File: src/core/imrc_pkg.sv
// Constants for the bus mode and rate control block.
// Assumes a single 10 MHz core clock and a plain register port.
package imrc_pkg;
	localparam int CLK_MHZ = 10;
	localparam logic [3:0] ADDR_CTRL = 4'h0;
	localparam logic [3:0] ADDR_OWN = 4'h1;
	localparam logic [3:0] ADDR_IRQ_STAT = 4'h2;
	localparam logic [3:0] ADDR_IRQ_MASK = 4'h3;
	localparam logic [3:0] ADDR_RX_DATA = 4'h4;
	localparam logic [3:0] ADDR_BUS_STAT = 4'h5;
	localparam int BIT_ENABLE = 7;
	localparam int BIT_RX_INHIBIT = 6;
	localparam int BIT_MASTER = 5;
	localparam int BIT_TRANSMIT = 4;
	localparam int BIT_RATE_HI = 3;
	localparam logic [7:0] CTRL_RESET = 8'h00;
	localparam logic [6:0] OWN_RESET = 7'h00;
	localparam logic [3:0] IRQ_RESET = 4'h0;
	localparam int IRQ_ARB = 0;
	localparam int IRQ_ADDR = 1;
	localparam int IRQ_OVR = 2;
	localparam int IRQ_RXBYTE = 3;
	localparam int SETUP_SHORT_CYC = 10;
	localparam int SETUP_LONG_CYC = 20;
	localparam logic [8:0] DIV_TBL_LO [8] = '{9'h01C, 9'h028, 9'h030,
		9'h040, 9'h050, 9'h064, 9'h070, 9'h080};
	localparam logic [8:0] DIV_TBL_HI [8] = '{9'h038, 9'h050, 9'h060,
		9'h080, 9'h0A0, 9'h0C8, 9'h0E0, 9'h100};
	typedef enum logic [1:0] {
		IMRC_SLV_RX,
		IMRC_SLV_TX,
		IMRC_MST_RX,
		IMRC_MST_TX
	} imrc_mode_t;
endpackage

File: src/core/imrc_rate_gen.sv
// Master transfer clock divider with a slave transmit setup timer.
// Assumes the divider and mode inputs stay stable during a transfer.
`timescale 1ns/1ps
module imrc_rate_gen (
	input wire logic core_clk_in,
	input wire logic srst_in,
	input wire logic run_in,
	input wire logic master_in,
	input wire logic [3:0] rate_sel_in,
	input wire logic setup_start_in,
	output logic scl_tick_out,
	output logic setup_done_out
);
	logic [8:0] div_cyc;
	logic [8:0] cnt_q;
	logic [4:0] setup_q;
	logic setup_busy_q;

	function automatic logic [8:0] div_of(input logic [3:0] sel);
		div_of = sel[3] ? imrc_pkg::DIV_TBL_HI[sel[2:0]] :
			imrc_pkg::DIV_TBL_LO[sel[2:0]];
	endfunction

	assign div_cyc = div_of(rate_sel_in);

	// Tick marks one half of an SCL period.
	always_ff @(posedge core_clk_in) begin
		if (srst_in || !run_in || !master_in) begin
			cnt_q <= 9'h000;
			scl_tick_out <= 1'b0;
		end else if (cnt_q >= (div_cyc >> 1) - 9'h001) begin
			cnt_q <= 9'h000;
			scl_tick_out <= 1'b1;
		end else begin
			cnt_q <= cnt_q + 9'h001;
			scl_tick_out <= 1'b0;
		end
	end

	always_ff @(posedge core_clk_in) begin
		if (srst_in || !run_in) begin
			setup_q <= 5'h00;
			setup_busy_q <= 1'b0;
			setup_done_out <= 1'b0;
		end else if (setup_start_in) begin
			setup_q <= rate_sel_in[3] ? 5'(imrc_pkg::SETUP_LONG_CYC - 1) :
				5'(imrc_pkg::SETUP_SHORT_CYC - 1);
			setup_busy_q <= 1'b1;
			setup_done_out <= 1'b0;
		end else if (setup_busy_q && setup_q == 5'h00) begin
			setup_busy_q <= 1'b0;
			setup_done_out <= 1'b1;
		end else begin
			if (setup_busy_q) begin
				setup_q <= setup_q - 5'h01;
			end
			setup_done_out <= 1'b0;
		end
	end
endmodule

File: src/core/imrc_top.sv
// Mode and rate control for a two-wire or clocked synchronous interface.
// Assumes the shifter reports events as one-cycle pulses on this clock.
`timescale 1ns/1ps
// Behaviour
// - With enable low the block is halted and the pins go back to port use.
// - A read of the received byte starts the next reception in receive direction unless inhibited.
// - Lost arbitration as master in two-wire format clears master and transmit.
// - A slave address match with read bit set sets the transmit bit.
// - An overrun as master in synchronous format clears the master bit.
// - Master and transmit bits encode the four operating modes.
// - In synchronous format the clock pin is driven while master is set.
// - The rate field selects the master clock divider from two tables.
// - Slave transmit setup time is 10 or 20 clocks by the top rate bit.
module imrc_top (
	input wire logic core_clk_in,
	input wire logic srst_in,
	input wire logic [3:0] addr_in,
	input wire logic [7:0] wdata_in,
	input wire logic wr_in,
	input wire logic rd_in,
	output logic [7:0] rdata_out,
	output logic irq_out,
	input wire logic sync_format_in,
	input wire logic arb_lost_in,
	input wire logic addr_byte_valid_in,
	input wire logic [7:0] addr_byte_in,
	input wire logic overrun_in,
	input wire logic rx_byte_valid_in,
	input wire logic [7:0] rx_byte_in,
	input wire logic frame_active_in,
	input wire logic scl_in,
	input wire logic sda_in,
	output logic bus_owns_pins_out,
	output logic scl_out,
	output logic scl_oe_out,
	output logic rx_start_out,
	output logic [1:0] mode_out,
	output logic scl_tick_out,
	output logic setup_done_out
);
	logic [7:0] ctrl_q;
	logic [6:0] own_q;
	logic [3:0] stat_q;
	logic [3:0] mask_q;
	logic [7:0] rx_q;
	logic [3:0] ev;
	logic wr_ctrl;
	logic addr_hit;
	logic enable;
	logic master;
	logic transmit;
	logic scl_lvl_q;
	logic tx_q;
	imrc_pkg::imrc_mode_t mode;

	assign enable = ctrl_q[imrc_pkg::BIT_ENABLE];
	assign master = ctrl_q[imrc_pkg::BIT_MASTER];
	assign transmit = ctrl_q[imrc_pkg::BIT_TRANSMIT];
	assign wr_ctrl = wr_in && addr_in == imrc_pkg::ADDR_CTRL;
	assign addr_hit = enable && !master && !transmit && !sync_format_in &&
		addr_byte_valid_in && addr_byte_in[7:1] == own_q &&
		addr_byte_in[0];

	// Mode changes by hardware take precedence over a software write.
	always_ff @(posedge core_clk_in) begin
		if (srst_in) begin
			ctrl_q <= imrc_pkg::CTRL_RESET;
		end else begin
			if (wr_ctrl) begin
				ctrl_q <= wdata_in;
				if (frame_active_in) begin
					ctrl_q[imrc_pkg::BIT_TRANSMIT] <= transmit;
				end
			end
			if (enable && master && !sync_format_in && arb_lost_in) begin
				ctrl_q[imrc_pkg::BIT_MASTER] <= 1'b0;
				ctrl_q[imrc_pkg::BIT_TRANSMIT] <= 1'b0;
			end else if (enable && master && sync_format_in && overrun_in) begin
				ctrl_q[imrc_pkg::BIT_MASTER] <= 1'b0;
			end else if (addr_hit) begin
				ctrl_q[imrc_pkg::BIT_TRANSMIT] <= 1'b1;
			end
		end
	end

	always_ff @(posedge core_clk_in) begin
		if (srst_in) begin
			own_q <= imrc_pkg::OWN_RESET;
		end else if (wr_in && addr_in == imrc_pkg::ADDR_OWN) begin
			own_q <= wdata_in[7:1];
		end
	end

	always_ff @(posedge core_clk_in) begin
		if (srst_in) begin
			rx_q <= 8'h00;
		end else if (rx_byte_valid_in) begin
			rx_q <= rx_byte_in;
		end
	end

	// A read of the received byte reopens reception in receive direction.
	always_ff @(posedge core_clk_in) begin
		if (srst_in) begin
			rx_start_out <= 1'b0;
		end else begin
			rx_start_out <= rd_in && addr_in == imrc_pkg::ADDR_RX_DATA &&
				enable && !transmit &&
				!ctrl_q[imrc_pkg::BIT_RX_INHIBIT];
		end
	end

	assign ev[imrc_pkg::IRQ_ARB] = enable && master && !sync_format_in &&
		arb_lost_in;
	assign ev[imrc_pkg::IRQ_ADDR] = addr_hit;
	assign ev[imrc_pkg::IRQ_OVR] = enable && master && sync_format_in &&
		overrun_in;
	assign ev[imrc_pkg::IRQ_RXBYTE] = rx_byte_valid_in;

	// Set wins over a write-one clear in the same cycle.
	always_ff @(posedge core_clk_in) begin
		if (srst_in) begin
			stat_q <= imrc_pkg::IRQ_RESET;
		end else if (wr_in && addr_in == imrc_pkg::ADDR_IRQ_STAT) begin
			stat_q <= (stat_q & ~wdata_in[3:0]) | ev;
		end else begin
			stat_q <= stat_q | ev;
		end
	end

	always_ff @(posedge core_clk_in) begin
		if (srst_in) begin
			mask_q <= imrc_pkg::IRQ_RESET;
		end else if (wr_in && addr_in == imrc_pkg::ADDR_IRQ_MASK) begin
			mask_q <= wdata_in[3:0];
		end
	end

	assign irq_out = |(stat_q & mask_q);

	always_ff @(posedge core_clk_in) begin
		if (srst_in) begin
			rdata_out <= 8'h00;
		end else if (rd_in) begin
			unique case (addr_in)
				imrc_pkg::ADDR_CTRL: rdata_out <= ctrl_q;
				imrc_pkg::ADDR_OWN: rdata_out <= {own_q, 1'b0};
				imrc_pkg::ADDR_IRQ_STAT: rdata_out <= {4'h0, stat_q};
				imrc_pkg::ADDR_IRQ_MASK: rdata_out <= {4'h0, mask_q};
				imrc_pkg::ADDR_RX_DATA: rdata_out <= rx_q;
				imrc_pkg::ADDR_BUS_STAT: rdata_out <= {4'h0, scl_in, sda_in,
					mode_out};
				default: rdata_out <= 8'h00;
			endcase
		end else begin
			rdata_out <= 8'h00;
		end
	end

	always_comb begin
		unique case ({master, transmit})
			2'b00: mode = imrc_pkg::IMRC_SLV_RX;
			2'b01: mode = imrc_pkg::IMRC_SLV_TX;
			2'b10: mode = imrc_pkg::IMRC_MST_RX;
			2'b11: mode = imrc_pkg::IMRC_MST_TX;
		endcase
	end

	assign mode_out = mode;
	assign bus_owns_pins_out = enable;

	// SCL toggles on each half period tick while the master drives it.
	always_ff @(posedge core_clk_in) begin
		if (srst_in || !enable || !master) begin
			scl_lvl_q <= 1'b1;
		end else if (scl_tick_out) begin
			scl_lvl_q <= ~scl_lvl_q;
		end
	end

	assign scl_out = scl_lvl_q;
	assign scl_oe_out = enable && sync_format_in && master;

	always_ff @(posedge core_clk_in) begin
		if (srst_in) begin
			tx_q <= 1'b0;
		end else begin
			tx_q <= mode == imrc_pkg::IMRC_SLV_TX;
		end
	end

	imrc_rate_gen u_rate (
		.core_clk_in(core_clk_in),
		.srst_in(srst_in),
		.run_in(enable),
		.master_in(master),
		.rate_sel_in(ctrl_q[imrc_pkg::BIT_RATE_HI:0]),
		.setup_start_in(mode == imrc_pkg::IMRC_SLV_TX && !tx_q),
		.scl_tick_out(scl_tick_out),
		.setup_done_out(setup_done_out)
	);
endmodule

File: config.mk
export PLATFORM = sky130hd
export DESIGN_NAME = imrc_top
export DESIGN_NICKNAME = d
export VERILOG_FILES = /design/src/core/imrc_pkg.sv /design/src/core/imrc_rate_gen.sv /design/src/core/imrc_top.sv
export SDC_FILE = /design/constraint.sdc
export NUM_CORES = 1
export LEC_CHECK = 0
export BUFFER_PORTS_ARGS = -buffer_cell sky130_fd_sc_hd__buf_2
export CORE_ASPECT_RATIO = 0.6
export CORE_MARGIN = 2
export CORE_UTILIZATION = 40
export DETAILED_ROUTE_END_ITERATION = 6
export GPL_TIMING_DRIVEN = 1
export PLACE_DENSITY_LB_ADDON = 0.3
export SYNTH_ARGS = -nofsm -noshare
export SYNTH_HDL_FRONTEND = slang
export SYNTH_HIERARCHICAL = 1
export SYNTH_SLANG_ARGS = --single-unit
File: constraint.sdc
create_clock -name core_clk_in -period 4.2 [get_ports core_clk_in]
set_input_delay 0.21 -clock core_clk_in [delete_from_list [all_inputs] [get_ports core_clk_in]]
set_output_delay 0.21 -clock core_clk_in [all_outputs]
set_load 0.02 [all_outputs]
# After elaboration in Yosys (flattened, before gate mapping)

Memories as Yosys holds them, arrays and structs flattened.
Index checks and enable logic that the tools add are counted.

Div/mod/pow operators: 0
Add/sub/neg operators: 3
Multiplexer cells: 20
Shift operators: 0
Bitwise operators: 8
Order comparisons: 2
Multipliers: 0
Equality and inequality tests: 11
Reductions and logical operators: 43

Operators by type and width:

| cell                | count |
|---|---|
| $pmux 8 s6          | 1 |
| $mux 9              | 5 |
| $mux 5              | 5 |
| $logic_and 1x1->1   | 23 |
| $add 9x1->9 const B | 1 |
| $ge 9x9->1          | 1 |
| $sub 8x1->9 const B | 1 |
| $and 4x4->4         | 2 |
| $eq 4x2->1 const B  | 2 |
| $eq 4x3->1 const B  | 2 |
| $or 4x4->4          | 2 |
| $pmux 2 s4          | 1 |
| $reduce_or 2->1     | 4 |
| $eq 7x7->1          | 1 |
| $mux 1              | 7 |
| $logic_not 1->1     | 6 |
| $logic_not 5->1     | 1 |
| $sub 5x1->5 const B | 1 |
| $eq 2x1->1 const B  | 2 |
| $eq 2x2->1 const B  | 2 |
| $eq 4x1->1 const B  | 1 |
| $ge 4x4->1 const B  | 1 |
| $logic_not 4->1     | 1 |
| $mux 4              | 1 |
| other kinds (10)    | 13 |

Bits in writable memories: 0
Memories: 2
Bits in read-only memories: 144
Flip-flop bits (word level): 59
Word-level logic and storage cells: 105
Output and inout port bits: 17
Input bits: 40
Latch bits: 0

Memories:

| memory          | words | width | rd ports | clocked after Yosys merged registers in | write ports | line                | text |
|---|---|---|---|---|---|---|---|
| (no name shown) | 8     | 9     | 1        | 0                                       | 0           | imrc_rate_gen.sv:20 | `div_of = sel[3] ? imrc_pkg::DIV_TBL_HI[sel[2:0]] :` |
| (no name shown) | 8     | 9     | 1        | 0                                       | 0           | imrc_rate_gen.sv:21 | `imrc_pkg::DIV_TBL_LO[sel[2:0]];` |

# Logic depth before layout (Yosys ltp)

Depth in word-level cells: 9
Gate-level depth with buffers: 14
Gate-level depth less buffers: 14

# Modules after synthesis

The synthesis kept the hierarchy.

By module, submodules not included:

| module        | times used | sequential area each (µm²) | cells an instance | area an instance (µm²) |
|---|---|---|---|---|
| imrc_top      | 1          | 840.8                      | 208               | 1915.6 |
| imrc_rate_gen | 1          | 340.3                      | 155               | 1345.0 |

# Worst setup path after synthesis

OpenSTA, ideal clock, no wires.

Path type: register to register
Start point: reg ctrl_q[0]
End point: reg u_rate.scl_tick_out
Clock period less this slack: 3.013 ns
Stages on the path, launching flop included: 15
Path slack: 1.187 ns
Arrival: 2.890 ns
Path buffers: 0
Library setup time: 0.123 ns
Data required time: 4.077 ns
Cells stage by stage: dfxtp_1 inv_1 ha_1 mux2i_1 nand2_1 o21ai_0 ha_1 or4b_4 mux2i_1 a22oi_1 ha_1 a21o_1 a21oi_1 o31ai_4 nor2b_1

Longest elaborated chain between the ends: 8
Elaborated cells on any way between the ends: 11
Those cells by class: 1 x add/sub; 1 x order compare; 6 x mux; 1 x bitwise; 2 x memory

Ends and longest elaborated chain:

| element                                        | line                                     | text |
|---|---|---|
| start: declaration                             | imrc_top.sv:41                           | `logic [7:0] ctrl_q;` |
| start signal: assignment                       | imrc_top.sv:67                           | `ctrl_q <= imrc_pkg::CTRL_RESET;` |
| start signal: assignment                       | imrc_top.sv:70                           | `ctrl_q <= wdata_in;` |
| start signal: indexed assignment               | imrc_top.sv:72                           | `ctrl_q[imrc_pkg::BIT_TRANSMIT] <= transmit;` |
| $not 3->4 (implied by the code) (*)            | imrc_rate_gen.sv:20, imrc_rate_gen.sv:21 |  |
| $mem_v2 8x9, on equally long branches          | -                                        |  |
| $mux 9, on equally long branches (2 in series) | imrc_rate_gen.sv:21, imrc_rate_gen.sv:20 |  |
| $mux 9 (*)                                     | imrc_rate_gen.sv:20                      |  |
| $sub 8x1->9 (*)                                | imrc_rate_gen.sv:31                      | `end else if (cnt_q >= (div_cyc >> 1) - 9'h001) begin` |
| $ge 9x9->1 (*)                                 | imrc_rate_gen.sv:31                      |  |
| $mux 1 (*)                                     | imrc_rate_gen.sv:31                      |  |
| end signal: assignment                         | imrc_rate_gen.sv:30                      | `scl_tick_out <= 1'b0;` |
| end signal: assignment                         | imrc_rate_gen.sv:33                      | `scl_tick_out <= 1'b1;` |
| end signal: assignment                         | imrc_rate_gen.sv:36                      | `scl_tick_out <= 1'b0;` |
| end: declaration                               | imrc_rate_gen.sv:11                      | `output logic scl_tick_out,` |

Mark *: on every way between the ends. The rest lies on a longest branch, timed or not. The select of a mux whose other input is x is not followed.
A chain may end at the register's enable or synchronous reset.

# Final worst setup path

Start point: reg ctrl_q[0]
End point: reg u_rate.cnt_q[6]

Longest elaborated chain between the ends: 8
Elaborated cells on any way between the ends: 11
Those cells by class: 1 x add/sub; 1 x order compare; 5 x mux; 1 x bitwise; 1 x reduce/logical; 2 x memory

Ends and longest elaborated chain:

| element                                        | line                                     | text |
|---|---|---|
| $not 3->4 (implied by the code) (*)            | imrc_rate_gen.sv:20, imrc_rate_gen.sv:21 |  |
| $mem_v2 8x9, on equally long branches          | -                                        |  |
| $mux 9, on equally long branches (2 in series) | imrc_rate_gen.sv:21, imrc_rate_gen.sv:20 |  |
| $mux 9 (*)                                     | imrc_rate_gen.sv:20                      |  |
| $sub 8x1->9 (*)                                | imrc_rate_gen.sv:31                      |  |
| $ge 9x9->1 (*)                                 | imrc_rate_gen.sv:31                      |  |
| $reduce_or 2->1 (no line) (*)                  | -                                        |  |
| end signal: assignment                         | imrc_rate_gen.sv:35                      | `cnt_q <= cnt_q + 9'h001;` |
| end: declaration                               | imrc_rate_gen.sv:15                      | `logic [8:0] cnt_q;` |

Marks and branches as above.

==> key figures <==
Status
  • Outcome: completed

Logic synthesis
  • Asr flop ratio synth: 0
  • Syn_area_per_cell: 8.982 um^2
  • Area leader, netlist: dfxtp_1
  • Cell count after synthesis: 363
  • Syn Std Cell Area: 3261 um^2
  • Sequential share of the synthesized area: 0.3622
  • Yosys cell types: 60
  • Top-area cell type share of the netlist area: 0.3622
  • FF+latch count, synth: 59
  • Ys Warns: 6
  • Syn Nets: 421
  • Number of synthesized flops with an enable pin: 0
  • Top cells by area, synth: dfxtp_1 36%, mux2i_1 9.2%, ha_1 6.9%, nor2_1 5.2%, xor2_1 4.3%
  • Main synth FF type: dfxtp_1

CTS
  • Resize count post-CTS: 0
  • CTS Hold Bufs: 0
  • Max H-tree Level: 3
  • CTS sink cnt: 59
  • CTS tree: built
  • Clk slew on worst S/H paths: 0.05 ns
  • Setup Buffers After CTS: 0
  • CTS Buf Count: 9
  • CTS root buffer: clkbuf_16
  • CTS max path bufs: 2
  • Clock Latency Late Sink: 0.33 ns

Power and ir drop
  • Pwr/cell area: 360.9 nW/um^2
  • Lkg Pwr: 0.001665 uW
  • Final total power: 1406 uW
  • Max IR drop VDD: 209.9 uV

Route
  • DRC viols: 0
  • ANT nets after route: 0
  • DR pass1 iterations: 5
  • Total wire length: 8.269 mm
  • DR WL/cell: 15.78 um
  • Vias: 2776
  • Drt via density: 5.298
  • DR iter-0 viols: 226

Placed design
  • Number of buffers added on ports: 56
  • Placer congestion estimate: 0.8792
  • Estimated wirelength of the detail-placed design: 6.073 mm

Setup path
  • CP Launch Type: register
  • Worst Path Required: 4.39 ns
  • Setup crit end kind: register
  • Arrival time worst endpoint: 3.69 ns
  • Class of the most critical setup path: reg -> reg
  • Max Fanout on Critical Path: 10

Floorplan
  • Cell Rows: 25
  • Core Box Area: 7883 um^2
  • Chip height: 73.94 um
  • Die Span X: 120.6 um
  • Io pins: 57
  • Initial core utilization: 0.4137
  • Die ar.: 8914 um^2

GRT
  • GR Util All Layers: 0.1971
  • Gr ovfl total: 0
  • First-pass GRT wire length: 13.48 mm
  • Initial antenna violation count: 0
  • Vias in the first global route: 2614
  • Largest net degree at the start of global routing: 36

STA
  • Fin crit share: 0.8331
  • F_max: 0.2858 GHz
  • Worst-Margin Slew: 1.104 ns
  • Slew Limit Fails: 0
  • Setup TNS: 0 ns
  • RSZ-0062 raised after global routing: no
  • Final hold viol count: 0
  • Clk_skew: 0.004604 ns
  • Min Tclk post-route: 3.499 ns
  • Final setup violation count: 0
  • Slew Limit Headroom: 0.2620

Cells and area
  • Number of diodes: 0
  • Most common cell after layout, fill and taps aside: dfxtp_1
  • Layout cells sized above 1: 0.2212
  • Area Growth Syn to Fin: 19.46%
  • Nets: 470
  • Most frequent cells in the layout: 59 x dfxtp_1, 56 x buf_2, 45 x nor2_1, 30 x mux2i_1, 24 x nand2_1

Job
  • Max cap viols: 0

Worst hold path
  • Worst min path class: in -> reg
per-stage QoR:
stage | cell area (um^2) | util | hold WS, ns | setup slack (ns) | instances
after CTS | 3895 | 0.4941 | 0.1118 | 0.7466 | 524
after floorplan | 3261 | - | 0.3201 | 1.187 | 363
after detailed placement | 3592 | 0.4557 | 0.4551 | 0.7947 | 509
final | 3895 | 0.4941 | 0.1165 | 0.7008 | 524
after global placement | 3592 | 0.4557 | 0.4434 | 0.9708 | 509
after global routing | 3895 | 0.4941 | 0.1240 | 0.3923 | 524
layer usage:
metal,track usage,wire [um]
met1,0.2983,4458
met2,0.2637,3164
met3,0.05982,565
met4,0.06202,81
met5,0,0
kinds of logic (layout without fill, tap and decap cells):
family                   after synthesis  count (layout)  share of synthesized area
AO/OA/AOI/OAI                         56              56                     0.1186
XOR/XNOR                              22              22                    0.05909
adder cells (fa/ha/maj)               18              18                    0.06907
buffers and inverters                 26              79                    0.03492
flip-flops                            59              59                     0.3622
multiplexers                          34              34                     0.1059
AND/OR/NAND/NOR                      148             148                     0.2502
registers in the layout, indices dropped and copies added, names as in the netlist, 4 cells and up:
| signal | cells |
|---|---|
| u_rate/cnt_q | 9 |
| u_rate/setup_q | 5 |
| own_q | 7 |
| rx_q | 8 |
| mask_q | 4 |
| stat_q | 4 |
| ctrl_q | 8 |
| rdata_out | 8 |
cell usage after synthesis, types with 6 or more instances:
cell type,number
buf_2,7
mux2i_1,30
xnor2_1,6
nand3_1,16
nor2_1,45
nand2b_1,7
nand2_1,24
xor2_1,16
ha_1,18
o21ai_0,9
inv_1,8
a21oi_1,21
clkbuf_1,9
dfxtp_1,59
nor3_1,14
worst max-delay path, cell delays in order (launching register included):
cell,delay (ns)
dfxtp_1,0.49
inv_1,0.16
ha_1,0.26
mux2i_1,0.18
nand2_1,0.07
o21ai_0,0.13
ha_1,0.24
or4b_4,0.49
mux2i_1,0.17
a22oi_1,0.10
ha_1,0.34
nand4_1,0.14
o31ai_4,0.48
nor3_1,0.12
cell type report:
| type | instances | area [um^2] |
|---|---|---|
| Tap cell | 108 | 135.1 |
| Clock buffer | 11 | 252.7 |
| Inverter | 8 | 30.03 |
| Clock inverter | 4 | 50.05 |
| Fill cell | 771 | 3988 |
| Multi-Input combinational cell | 278 | 1966 |
| Timing Repair Buffer | 56 | 280.3 |
| Sequential cell | 59 | 1181 |
path summary, 6_finish.rpt:
kind / from / to / slack [ns] / cells past startpoint
max: ctrl_q[0]$_SDFFE_PP0N_ / u_rate/cnt_q[6]$_SDFF_PP0_ / 0.70 / 13
min: rx_byte_in[2] / rx_q[2]$_SDFFE_PP0P_ / 0.12 / 3
max reg2reg: ctrl_q[0]$_SDFFE_PP0N_ / u_rate/cnt_q[6]$_SDFF_PP0_ / 0.70 / 13
min reg2reg: ctrl_q[6]$_SDFFE_PP0N_ / rx_start_out$_SDFF_PP0_ / 0.48 / 1
report_power, final:
part	switching, uW	internal, uW	total, uW
clock network	253	486	739
registers	7.60	568	576
logic	52.9	37.5	90.4
Note: power is estimated with default switching activity, not from simulation.
